### src/hw/sdb_pkg.sv
// shared constants for the stall detect bridge and countdown block
package sdb_pkg;
  // register indices (byte wide registers, one per address)
  localparam logic [2:0] ADDR_RTZ_CTL = 3'h0; // step, integrate, drive, recirc, polarity
  localparam logic [2:0] ADDR_CD_CTL = 3'h1;  // countdown_control
  localparam logic [2:0] ADDR_SSD_CTL = 3'h2; // return_zero_enable
  localparam logic [2:0] ADDR_FLAGS = 3'h3;   // underflow_flag, overflow_flag
  localparam logic [2:0] ADDR_CNT_HI = 3'h4;  // countdown_value high byte
  localparam logic [2:0] ADDR_CNT_LO = 3'h5;  // countdown_value low byte
  // countdown_control bit positions
  localparam int BIT_UF_IE = 7;
  localparam int BIT_AUTO = 6;
  localparam int BIT_RDLOAD = 5;
  localparam int BIT_PRE = 4;
  localparam int BIT_FORCE = 3;
  localparam int BIT_EN = 2;
  localparam int BIT_OV_IE = 0;
  // return-to-zero control bit positions
  localparam int BIT_ITG = 7;
  localparam int BIT_DRIVE_COIL_SELECT = 6;
  localparam int BIT_RECIRC_LOW_SIDE = 5;
  localparam int BIT_POL = 4;
  // flags and enable positions
  localparam int BIT_UF_FLAG = 7;
  localparam int BIT_OV_FLAG = 0;
  localparam int BIT_RETURN_ZERO_ENABLE = 7;
  // reset values and the zero count
  localparam logic [7:0] RST_CTL = 8'h00;
  localparam logic [15:0] CNT_PRESET = 16'hffff;
  localparam logic [15:0] CNT_ZERO = 16'h0000;
  // prescaler divide counts
  localparam logic [8:0] DIV_FAST = 9'h03f; // 64 - 1
  localparam logic [8:0] DIV_SLOW = 9'h1ff; // 512 - 1
endpackage : sdb_pkg

### src/hw/sdb_bridge_dec.sv
`timescale 1ns/1ps
`default_nettype none
// registered decode of step state into transistor and switch enables
module sdb_bridge_dec (
  input wire logic clk_sys_i,
  input wire logic rst_i,
  input wire logic rtz_en_i,
  input wire logic [1:0] step_i,
  input wire logic itg_i,
  input wire logic drive_coil_select_i,
  input wire logic recirc_low_side_i,
  input wire logic pol_i,
  output logic [7:0] fet_o,
  output logic [7:0] sw_o
);
  typedef struct packed {
    logic [7:0] fet;
    logic [7:0] sw;
  } sdb_dec_s;
  sdb_dec_s st_reg;
  sdb_dec_s st_next;

  // transistor table; bit0 = T1 ... bit7 = T8
  function automatic logic [7:0] fet_map(input logic [1:0] s, input logic i,
                                         input logic d, input logic r);
    logic [7:0] f;
    f = 8'h00;
    if (i && !d) f = 8'h00;            // integrate without drive: all off
    else if (!i && !d) begin
      // blanking, no drive: recirculate the integrated coil
      unique case (s)
        2'h0, 2'h2: f = r ? 8'ha0 : 8'h50;
        default: f = r ? 8'h0a : 8'h05;
      endcase
    end else begin
      // drive selected coil for this step
      unique case (s)
        2'h0: f = i ? 8'h09 : (r ? 8'ha9 : 8'h59);
        2'h1: f = i ? 8'h90 : (r ? 8'h9a : 8'h95);
        2'h2: f = i ? 8'h06 : (r ? 8'ha6 : 8'h56);
        default: f = i ? 8'h60 : (r ? 8'h6a : 8'h65);
      endcase
    end
    return f;
  endfunction : fet_map

  // switch table; bit0 = S1 ... bit7 = S8, two closed when integrating
  function automatic logic [7:0] sw_map(input logic [1:0] s, input logic i,
                                        input logic p);
    logic [7:0] w;
    w = 8'h00;
    if (i) begin
      unique case ({s, p})
        3'h0, 3'h5: w = 8'h90;
        3'h1, 3'h4: w = 8'h60;
        3'h2, 3'h7: w = 8'h06;
        default: w = 8'h09;
      endcase
    end
    return w;
  endfunction : sw_map

  // next state: coils untouched while return to zero is off
  always_comb begin
    st_next = st_reg;
    st_next.fet = rtz_en_i ? fet_map(step_i, itg_i, drive_coil_select_i, recirc_low_side_i) : 8'h00;
    st_next.sw = sw_map(step_i, itg_i, pol_i);
    if (rst_i) st_next = '0;
  end

  always_ff @(posedge clk_sys_i) begin
    st_reg <= st_next;
  end

  assign fet_o = st_reg.fet;
  assign sw_o = st_reg.sw;
endmodule : sdb_bridge_dec
`default_nettype wire

### src/hw/sdb_top.sv
`timescale 1ns/1ps
`default_nettype none
// Overview of operation
// bridge enables decoded from step and control bits
// switches open unless integrating; else exactly two
// underflow flag with enable raises interrupt request
// one-shot mode counts down, stops at zero
// auto-reload mode reloads load value at zero
// software clears enable before changing reload mode
// count read gives live or load value
// counter tick is clock over 64 or 512
// new prescale applies only at next reload
// force-reload bit always reads zero
// writing one to force-reload loads counter now; the code loads only while the counter is enabled, a disabled one stays preset
// disabled counter held preset to all ones
// overflow flag with enable raises interrupt request
// control register accessible at any time
// coils driven only with return-to-zero enabled
// integrate clear blanks coil, converter reset
// underflow flag set when counter reaches zero
// step values zero..three are east,north,west,south
// enabled counter drops one per prescaled tick
// interrupt is or of gated flags
module sdb_top (
  input wire logic clk_sys_i,
  input wire logic rst_i,
  input wire logic [2:0] addr_i,
  input wire logic [7:0] wdata_i,
  input wire logic wr_i,
  input wire logic rd_i,
  input wire logic acc_ovf_i,
  output logic [7:0] rdata_o,
  output logic [7:0] fet_en_o,
  output logic [7:0] sw_close_o,
  output logic conv_reset_o,
  output logic irq_o
);
  // all block state in one record
  typedef struct packed {
    logic [7:0] rtz_ctl;     // step, integrate, drive, recirc, polarity
    logic [7:0] cd_ctl;      // countdown_control (force bit kept zero)
    logic rtz_en;            // return_zero_enable
    logic uf_flag;           // underflow_flag
    logic ov_flag;           // overflow_flag
    logic [15:0] load;       // load register
    logic [15:0] count;      // live countdown_value
    logic [8:0] pre_cnt;     // prescaler counter
    logic pre_slow;          // divide setting in force since last load
    logic [7:0] rdata;       // read data register
    logic irq;               // registered interrupt request
    logic conv_rst;          // converter reset while not integrating
    logic ovf_s1;            // sync stage one
    logic ovf_s2;            // sync stage two
  } sdb_state_s;

  sdb_state_s st_reg;
  sdb_state_s st_next;

  logic ctl_wr; // countdown_control write this cycle
  logic cnt_wr; // count low byte write this cycle

  // one write decode shared by every register
  function automatic logic hit(input logic w, input logic [2:0] a, input logic [2:0] r);
    return w && (a == r);
  endfunction : hit

  assign ctl_wr = hit(wr_i, addr_i, sdb_pkg::ADDR_CD_CTL);
  assign cnt_wr = hit(wr_i, addr_i, sdb_pkg::ADDR_CNT_LO);

  // next state of the whole block
  always_comb begin
    logic [8:0] div;
    logic tick;
    logic do_load;
    logic [15:0] ld_val;
    logic uf_set;
    div = 9'h000;
    tick = 1'b0;
    do_load = 1'b0;
    ld_val = 16'h0000;
    uf_set = 1'b0;
    st_next = st_reg;
    // overflow event arrives from the analog side, synchronise it
    st_next.ovf_s1 = acc_ovf_i;
    st_next.ovf_s2 = st_reg.ovf_s1;

    // register writes, accepted in any state
    if (hit(wr_i, addr_i, sdb_pkg::ADDR_RTZ_CTL)) st_next.rtz_ctl = wdata_i;
    if (ctl_wr) begin
      st_next.cd_ctl = wdata_i;
      st_next.cd_ctl[sdb_pkg::BIT_FORCE] = 1'b0; // stored as zero, reads zero
    end
    if (hit(wr_i, addr_i, sdb_pkg::ADDR_SSD_CTL)) begin
      st_next.rtz_en = wdata_i[sdb_pkg::BIT_RETURN_ZERO_ENABLE];
    end
    if (hit(wr_i, addr_i, sdb_pkg::ADDR_CNT_HI)) st_next.load[15:8] = wdata_i;
    if (cnt_wr) st_next.load[7:0] = wdata_i;
    ld_val = cnt_wr ? {st_reg.load[15:8], wdata_i} : st_reg.load;

    // prescaler uses the divide latched at the last load
    div = st_reg.pre_slow ? sdb_pkg::DIV_SLOW : sdb_pkg::DIV_FAST;
    tick = (st_reg.pre_cnt >= div);
    st_next.pre_cnt = tick ? 9'h000 : st_reg.pre_cnt + 9'h001;

    // countdown engine
    if (!st_reg.cd_ctl[sdb_pkg::BIT_EN]) begin
      st_next.count = sdb_pkg::CNT_PRESET; // held at all ones
      st_next.pre_cnt = 9'h000;
    end else if (ctl_wr && wdata_i[sdb_pkg::BIT_FORCE]) begin
      do_load = 1'b1; // force reload now; zero write ignored
    end else if (cnt_wr) begin
      do_load = 1'b1; // count write updates load and counter
    end else if (tick && st_reg.count != sdb_pkg::CNT_ZERO) begin
      st_next.count = st_reg.count - 16'h0001; // one per tick
      if (st_reg.count == 16'h0001) begin
        uf_set = 1'b1; // reaching zero sets underflow
      end
    end else if (tick && st_reg.cd_ctl[sdb_pkg::BIT_AUTO]) begin
      do_load = 1'b1; // at zero: reload in auto mode
    end
    // in one-shot mode a zero count just stays
    if (do_load) begin
      st_next.count = ld_val;
      st_next.pre_cnt = 9'h000;
      // new divide setting only takes effect here
      st_next.pre_slow = ctl_wr ? wdata_i[sdb_pkg::BIT_PRE] : st_reg.cd_ctl[sdb_pkg::BIT_PRE];
    end

    // flags: write one clears, a set in the same cycle wins
    if (hit(wr_i, addr_i, sdb_pkg::ADDR_FLAGS)) begin
      if (wdata_i[sdb_pkg::BIT_UF_FLAG]) st_next.uf_flag = 1'b0;
      if (wdata_i[sdb_pkg::BIT_OV_FLAG]) st_next.ov_flag = 1'b0;
    end
    if (uf_set) st_next.uf_flag = 1'b1;
    if (st_reg.ovf_s2) st_next.ov_flag = 1'b1;

    // gated flags onto one request
    st_next.irq = (st_next.uf_flag && st_next.cd_ctl[sdb_pkg::BIT_UF_IE]) ||
                  (st_next.ov_flag && st_next.cd_ctl[sdb_pkg::BIT_OV_IE]);
    // converter held reset while not integrating
    st_next.conv_rst = !st_next.rtz_ctl[sdb_pkg::BIT_ITG];

    // read data, valid the cycle after the strobe only
    st_next.rdata = 8'h00;
    if (rd_i) begin
      unique case (addr_i)
        sdb_pkg::ADDR_RTZ_CTL: st_next.rdata = st_reg.rtz_ctl & 8'hf3;
        sdb_pkg::ADDR_CD_CTL: st_next.rdata = st_reg.cd_ctl & 8'hf5; // force reads zero
        sdb_pkg::ADDR_SSD_CTL: st_next.rdata = {st_reg.rtz_en, 7'h00};
        sdb_pkg::ADDR_FLAGS: st_next.rdata = {st_reg.uf_flag, 6'h00, st_reg.ov_flag};
        sdb_pkg::ADDR_CNT_HI: st_next.rdata = st_reg.cd_ctl[sdb_pkg::BIT_RDLOAD] ?
          st_reg.load[15:8] : st_reg.count[15:8];
        sdb_pkg::ADDR_CNT_LO: st_next.rdata = st_reg.cd_ctl[sdb_pkg::BIT_RDLOAD] ?
          st_reg.load[7:0] : st_reg.count[7:0];
        default: st_next.rdata = 8'h00; // unmapped reads zero
      endcase
    end

    if (rst_i) begin
      st_next = '0;
      st_next.cd_ctl = sdb_pkg::RST_CTL;
      st_next.count = sdb_pkg::CNT_PRESET;
      st_next.load = sdb_pkg::CNT_PRESET;
      st_next.conv_rst = 1'b1;
    end
  end

  always_ff @(posedge clk_sys_i) begin
    st_reg <= st_next;
  end

  // bridge and switch decode, registered inside
  sdb_bridge_dec u_dec (
    .clk_sys_i(clk_sys_i),
    .rst_i(rst_i),
    .rtz_en_i(st_reg.rtz_en),
    .step_i(st_reg.rtz_ctl[1:0]),
    .itg_i(st_reg.rtz_ctl[sdb_pkg::BIT_ITG]),
    .drive_coil_select_i(st_reg.rtz_ctl[sdb_pkg::BIT_DRIVE_COIL_SELECT]),
    .recirc_low_side_i(st_reg.rtz_ctl[sdb_pkg::BIT_RECIRC_LOW_SIDE]),
    .pol_i(st_reg.rtz_ctl[sdb_pkg::BIT_POL]),
    .fet_o(fet_en_o),
    .sw_o(sw_close_o)
  );

  assign rdata_o = st_reg.rdata;
  assign irq_o = st_reg.irq;
  assign conv_reset_o = st_reg.conv_rst;
endmodule : sdb_top
`default_nettype wire

### config.mk
export PLATFORM = sky130hd
export DESIGN_NAME = sdb_top
export DESIGN_NICKNAME = d
export VERILOG_FILES = /design/src/hw/sdb_pkg.sv /design/src/hw/sdb_bridge_dec.sv /design/src/hw/sdb_top.sv
export SDC_FILE = /design/constraint.sdc
export NUM_CORES = 1
export LEC_CHECK = 0
export BUFFER_PORTS_ARGS = -buffer_cell sky130_fd_sc_hd__buf_2
export CAP_MARGIN = 20
export CORE_ASPECT_RATIO = 0.75
export CORE_MARGIN = 2
export CORE_UTILIZATION = 50
export CTS_CLUSTER_SIZE = 28
export DETAILED_ROUTE_END_ITERATION = 10
export GPL_TIMING_DRIVEN = 0
export PLACE_DENSITY = 0.69
export SYNTH_ARGS = -nofsm -noshare
export SYNTH_HDL_FRONTEND = slang
export SYNTH_SLANG_ARGS = --single-unit
export TNS_END_PERCENT = 10
### constraint.sdc
create_clock -name clk_sys_i -period 6.35 [get_ports clk_sys_i]
set_clock_uncertainty 0.05 [all_clocks]
set_input_delay 0.3175 -clock clk_sys_i [delete_from_list [all_inputs] [get_ports clk_sys_i]]
set_output_delay 0.3175 -clock clk_sys_i [all_outputs]
set_load 0.01 [all_outputs]
Yosys cells after proc, flatten, opt, wreduce, memory -nomap -nowiden
Cells that the tools add are included.
{ "classes": {"reduce_logical": 30, "eq_ne": 16, "n_lt_le_gt_ge": 1, "add_sub_neg": 2, "n_bitwise": 4, "n_mux": 44} }
{ "ops": {"columns": ["op", "n"], "rows": [
  ["two-way mux 8 bit", 14],
  ["two-way mux 16 bit", 4],
  ["case mux 8 bit (3 select lines)", 2],
  ["case mux 8 bit (6 select lines)", 1],
  ["two-way mux 9 bit", 3],
  ["two-way mux 26 bit", 1],
  ["== test 16 x 1 -> 1 bit (second input constant)", 1],
  ["nonzero test 16 bit", 1],
  ["subtractor 16 x 1 -> 16 bit (second input constant)", 1],
  ["== test 3 bit (second input constant)", 5],
  ["two-way mux 1 bit", 15],
  ["logical AND 1 bit", 13],
  ["two-way mux 4 bit", 3],
  ["OR reduction 2 bit", 6],
  ["adder 9 x 1 -> 9 bit (second input constant)", 1],
  ["== test 3 x 2 -> 1 bit (second input constant)", 3],
  ["greater-or-equal comparator 9 bit", 1],
  ["== test 3 x 1 -> 1 bit (second input constant)", 2],
  ["zero test 3 bit", 2],
  ["inequality test 3 x 2 -> 1 bit (second input constant)", 2],
  ["inverter 1 bit", 4],
  ["OR reduction 4 bit", 1],
  ["zero test 1 bit", 3],
  ["inequality test 3 x 1 -> 1 bit (second input constant)", 1],
  ["7 further kinds", 7]
]} }
{ "word_totals": {"in_bits": 16, "output_inout_bits": 26, "word_cells": 116, "regBits": 88} }

Logic depth before layout (Yosys ltp)
{ "logic_depth": {"ltp_word": 10, "mapped_depth": 9, "ltp_nobuf": 8} }

By module
A second synthesis with hierarchy kept.
{ "unflattened": {"hier_cells": 473, "hier_area_um2": 4126.5} }
{ "by_module_without_submodules": {"columns": ["module", "seq_area_each_um2", "area_each_um2", "instances", "cells_per_inst"], "rows": [
  ["sdb_top", 1381.3, 3673.5, 1, 424],
  ["sdb_bridge_dec", 240.2, 452.9, 1, 49]
]} }

Worst setup path before layout
Ideal clock, no wire load.
{ "synth_timing": {"path_type": "reg-to-reg", "startpoint": "register st_reg[26] (netlist name)", "endpoint": "register st_reg[22] (netlist name)", "synth_period_minus_slack_ns": 2.337, "t_arrival_ns": 2.165, "setup_slack_ns": 4.013, "n_path_buf": 2, "stages_incl_launch_ff": 9, "cell_sequence": "dfxtp_1 -> buf_6 -> or4_4 -> nor4_4 -> nand3_2 -> o21ai_4 -> buf_6 -> nand3_2 -> a221o_1"} }
{ "synth_between": {"elab_chain_cells": 8, "elab_cells_between_ends": 11, "cone_classes": "eq/ne: 3; mux: 5; reduce/logical: 3"} }
{ "synth_rtl": {"columns": ["element", "line_no", "text"], "rows": [
  ["start, declared", "sdb_top.sv:56", "sdb_state_s st_reg;"],
  ["start signal, assigned", "sdb_top.sv:169", "st_reg <= st_next;"],
  ["nonzero test 16 bit *", "sdb_top.sv:113", "end else if (tick && st_reg.count != sdb_pkg::CNT_ZERO) begin"],
  ["logical AND 1 bit *", "sdb_top.sv:113", null],
  ["two-way mux 1 bit", "sdb_top.sv:113", null],
  ["two-way mux 1 bit", "sdb_top.sv:111", "end else if (cnt_wr) begin"],
  ["two-way mux 1 bit", "sdb_top.sv:109", "end else if (ctl_wr && wdata_i[sdb_pkg::BIT_FORCE]) begin"],
  ["two-way mux 1 bit", "sdb_top.sv:106", "if (!st_reg.cd_ctl[sdb_pkg::BIT_EN]) begin"],
  ["inequality test 3 x 1 -> 1 bit (no line) / inequality test 3 x 2 -> 1 bit (equally long branches)", null, null],
  ["AND reduction 3 bit (no line)", null, null]
]} }
Mark *: on every way between the ends. The rest lies on a longest branch, timed or not.
A chain may end at the register's enable or synchronous reset.

Final worst setup path
{ "layout_timing": {"startpoint": "register st_reg[22] (netlist name)", "endpoint": "register st_reg[30] (netlist name)"} }
{ "layout_between": {"elab_chain_cells": 8, "elab_cells_between_ends": 16, "cone_classes": "add/sub: 1; eq/ne: 3; mux: 9; reduce/logical: 3"} }
{ "layout_rtl": {"columns": ["element"], "rows": [
  ["parallel branches: the longest is 8 deep, another holds subtractor 16 x 1 -> 16 bit"]
]} }
Several ways; the timed one is not identified. The select of a mux whose other input is x is not followed.

==> run summary <==
The die height works out to 81.84 microns. For the synthesis warning total, the log shows 0. The total setup violations reported at the end of the flow came out at 0. TritonCTS built the clock tree. Power spread over the standard cell area amounts to 210.6 mW/mm^2. The final layout contains 546 nets. The via count of the routed design came out at 3764.

After synthesis, the largest area contributor takes up 40.15% of total cell area. The H-tree was split into 3 levels. The count of nets left with antenna violations once routing finished came out at 0. Post-CTS timing repair inserted 0 buffers for setup.

Peak fanout along the critical path: 10. The startpoint of the most critical setup path was st_reg[22]. Sequential elements use 40.15% of the synthesized area. The run gives 0 as the number of hold-repair buffers added at the cts stage.

Summed over all nets, the switching power comes to 0.0002675 W. The initial antenna violation count was 0; the cell area after synthesis was 0.004039 sq mm. Yosys attributes the largest share of cell area to dfxtp_1 (40%), mux2i_1 (8.2%), nor2_1 (6.1%).

For the setup TNS after final layout, the log shows 0 ns. Highest-delay cell along the critical path: o22ai_1. The tools report the number of primary I/O pins as 42.

The internal portion of the total power is 0.0006904 W. The hold violation count in the final report was 0. The critical register-to-register path startpoint is st_reg[22]. Timing would allow up to 329.0 MHz. Net switching is 27.93% of the power. The flow ran to the end, and the final reports show no timing, DRC or antenna violations. Counting flops with a built-in enable in the synthesized netlist gives 0. The die footprint was 0.008820 sq mm.

The type of destination of the critical path is a register. The global-route congestion overflow total was 0; the starting density of the core was 51.47%. The area growth from synthesis to layout is 12.64%, and the number of global-route vias before repair is 3357. The tightest min-delay check is of the in2reg type. The maximum clock insertion buffer count came out at 2.

Dividing the synthesized area by the synthesized cell count gives 8.521 sq um. Setup repair after global routing left no endpoint under its margin. Entering global routing, the biggest net connects 17 pins.

The synthesized instance count is 474, and the pin slew with the least headroom to its limit is 0.7061 ns. Per report_power, the sequential group accounts for 54.4% of the total. The leading register cell type out of synthesis was dfxtp_1.

Counting every sink on the clock net gives 81. The proportion of synthesized flip-flops having asynchronous set or reset is 0%, and the fraction of final layout cells sized beyond drive strength 1 is 17.01%. The final weighted congestion of routability-driven global placement was 0.9983.

The share of total power in the clock network is 38.6%, and the clock network latency to the later pin of the worst-skew pair is 0.37 ns. Headroom to the max-slew limit came out at 52.57%. For the number of nets in the synthesized netlist, the log shows 496. In the synthesized netlist, the cells that appear most often are dfxtp_1 (81), nor2_1 (66), nand2_1 (54), mux2i_1 (33), a21oi_1 (27). In this design, the stage delay of the slowest critical-path cell is 0.62 ns.

The post-synthesis cell type count came out at 55. Across all register-to-register paths, the minimum setup slack is 3.31 ns. After layout, the worst path uses 47.86% of the clock period. The detailed router's first-iteration violation count was 297. In this run the most critical hold path is launched from acc_ovf_i. After floorplanning, the core was sized to cover 0.007848 sq mm. The wire length of the first global-routing pass was 17680 microns. The worst path required time was 6.61 ns.

Subtracting the final worst setup slack from the clock period gives 3.039 ns. Summed over all nets, the half-perimeter wirelength after detailed placement is 8422 microns. The cell sitting at the root of the clock tree is a clkbuf_8. Vias per cell: 5.937. The analysis attributes to cell leakage a power of 1.709 nW.

The logs give 0 for the final-report max-slew violation count and 11200 microns for the final routed wirelength across all metal layers. VDD sags by at most 0.1280 mV. The signal on the critical path passes through inv_1 -> ha_1 -> nor3b_2 -> nand4_1 -> o22ai_1 -> and2_1 -> buf_2 -> o21ai_0 -> nand3_1. The first TritonRoute pass finished after 6 iterations.

After clock tree synthesis, the clock-pin slew on the worst setup and hold paths is 0.09 ns. The max-capacitance violation count is 0. By instance count, the leading cell after synthesis is dfxtp_1. Row generation in the floorplan step produced 28 rows. Measured on the finished design, the core utilization comes to 57.97%. The TritonCTS buffer count was 9; the combinational cell fraction of total power was 6.9%. In this run the horizontal extent of the chip is 107.8 microns.

The post-cts resize count is 0, and the number of flip-flops under the largest register name is 59. Input and output buffers added on the ports amount to 39. The total DRC errors in the routed layout is 0. The number of storage elements in the synthesis netlist is 81. STA classifies the critical path startpoint as a register. The biggest area contributor in the post-synthesis netlist is dfxtp_1. The average routed wire per standard cell works out to 17.66 microns. Across every metal layer, demand over resource in global routing totals 26.41%. The startpoint-to-endpoint class of the critical path was reg2reg.

For the worst setup path, the data arrival time is 3.30 ns. The number of antenna diodes in the final layout is 0.
[cell families after synthesis]
| logic type | Yosys count | share of synthesized area [%] |
|---|---|---|
| AND/OR/NAND/NOR | 205 | 24.72 |
| AO/OA/AOI/OAI | 83 | 14.37 |
| flip-flops | 81 | 40.15 |
| buffers and inverters | 46 | 5.824 |
| multiplexers | 42 | 10.69 |
| XOR/XNOR | 11 | 2.385 |
| adder cells (fa/ha/maj) | 6 | 1.859 |
[critical path, delay by kind of cell (launching register included)]
| kind | cells | cell delay (ns) |
|---|---|---|
| AOI/OAI and AO/OA | 2 | 0.76 |
| adders and majority gates | 1 | 0.21 |
| buffers and inverters | 2 | 0.36 |
| DFF | 1 | 0.38 |
| and+or+nand+nor | 4 | 1.22 |
[layout make-up]
| type | instances | area [sq um] |
|---|---|---|
| Tap cell | 105 | 131.4 |
| Buffer | 37 | 201.4 |
| Sequential cell | 81 | 1622 |
| Clock inverter | 7 | 60.06 |
| Fill cell | 748 | 3298 |
| Inverter | 9 | 33.78 |
| Timing Repair Buffer | 39 | 195.2 |
| Clock buffer | 9 | 123.9 |
| Multi-Input combinational cell | 347 | 2182 |
[power by group through the flow]
stage,Combinational (W),Sequential [W],Clock (W)
after global routing,0.0000726,0.000523,0.000395
after detailed placement,0.0000648,0.000533,0
after global placement,0.0000641,0.000533,0
after floorplan,0.0000418,0.000531,0
after CTS,0.0000650,0.000521,0.000371
final,0.0000664,0.000522,0.000370
[routing by layer]
metal,wire (microns),track usage [%]
met1,5415,39.75
met2,4632,37.74
met3,1028,6.587
met4,119,5.897
met5,0,0
[path summary, 6_finish.rpt]
path / to / cells after the start
min: st_reg[1] / 2
min reg2reg: st_reg[0] / 1
max reg2reg: st_reg[30] / 9
max: st_reg[30] / 9
[placed cells by master (no fill, tap or decap), drive strengths merged, types with 2 or more instances in the layout]
cell / synthesis / routed
buf: 17 / 56
xor2: 4 / 4
o211ai: 4 / 4
and2: 6 / 6
nor4: 6 / 6
a221o: 6 / 6
a32oi: 4 / 4
a2111oi: 2 / 2
a211o: 3 / 3
inv: 9 / 14
a21o: 4 / 4
nor2b: 6 / 6
clkinv: 0 / 2
nand4: 7 / 7
and3: 4 / 4
nor3: 11 / 11
mux2i: 33 / 33
mux2: 9 / 9
nor2: 66 / 66
o31ai: 3 / 3
nand2b: 4 / 4
o22ai: 5 / 5
or4: 4 / 4
or2: 3 / 3
nand2: 54 / 54
dfxtp: 81 / 81
nand3: 21 / 21
o32a: 4 / 4
ha: 6 / 6
a22oi: 2 / 2
a21oi: 27 / 27
nand3b: 6 / 6
or3: 4 / 4
clkbuf: 20 / 29
xnor2: 7 / 7
o21ai: 10 / 10
[through the flow]
step | std cells | instance area (sq um) | setup WS [ns] | power [W] | hold WS, ns
finish | 634 | 4549 | 3.311 | 0.0009580 | 0.1057
global route | 634 | 4549 | 3.127 | 0.0009902 | 0.1029
CTS | 634 | 4549 | 3.436 | 0.0009575 | 0.09963
detailed placement | 618 | 4365 | 3.462 | 0.0005980 | 0.3850
global placement | 618 | 4365 | 3.525 | 0.0005969 | 0.3697
floorplan | 474 | 4039 | 4.013 | 0.0005729 | 0.3638
(Power assumes the default switching activity.)
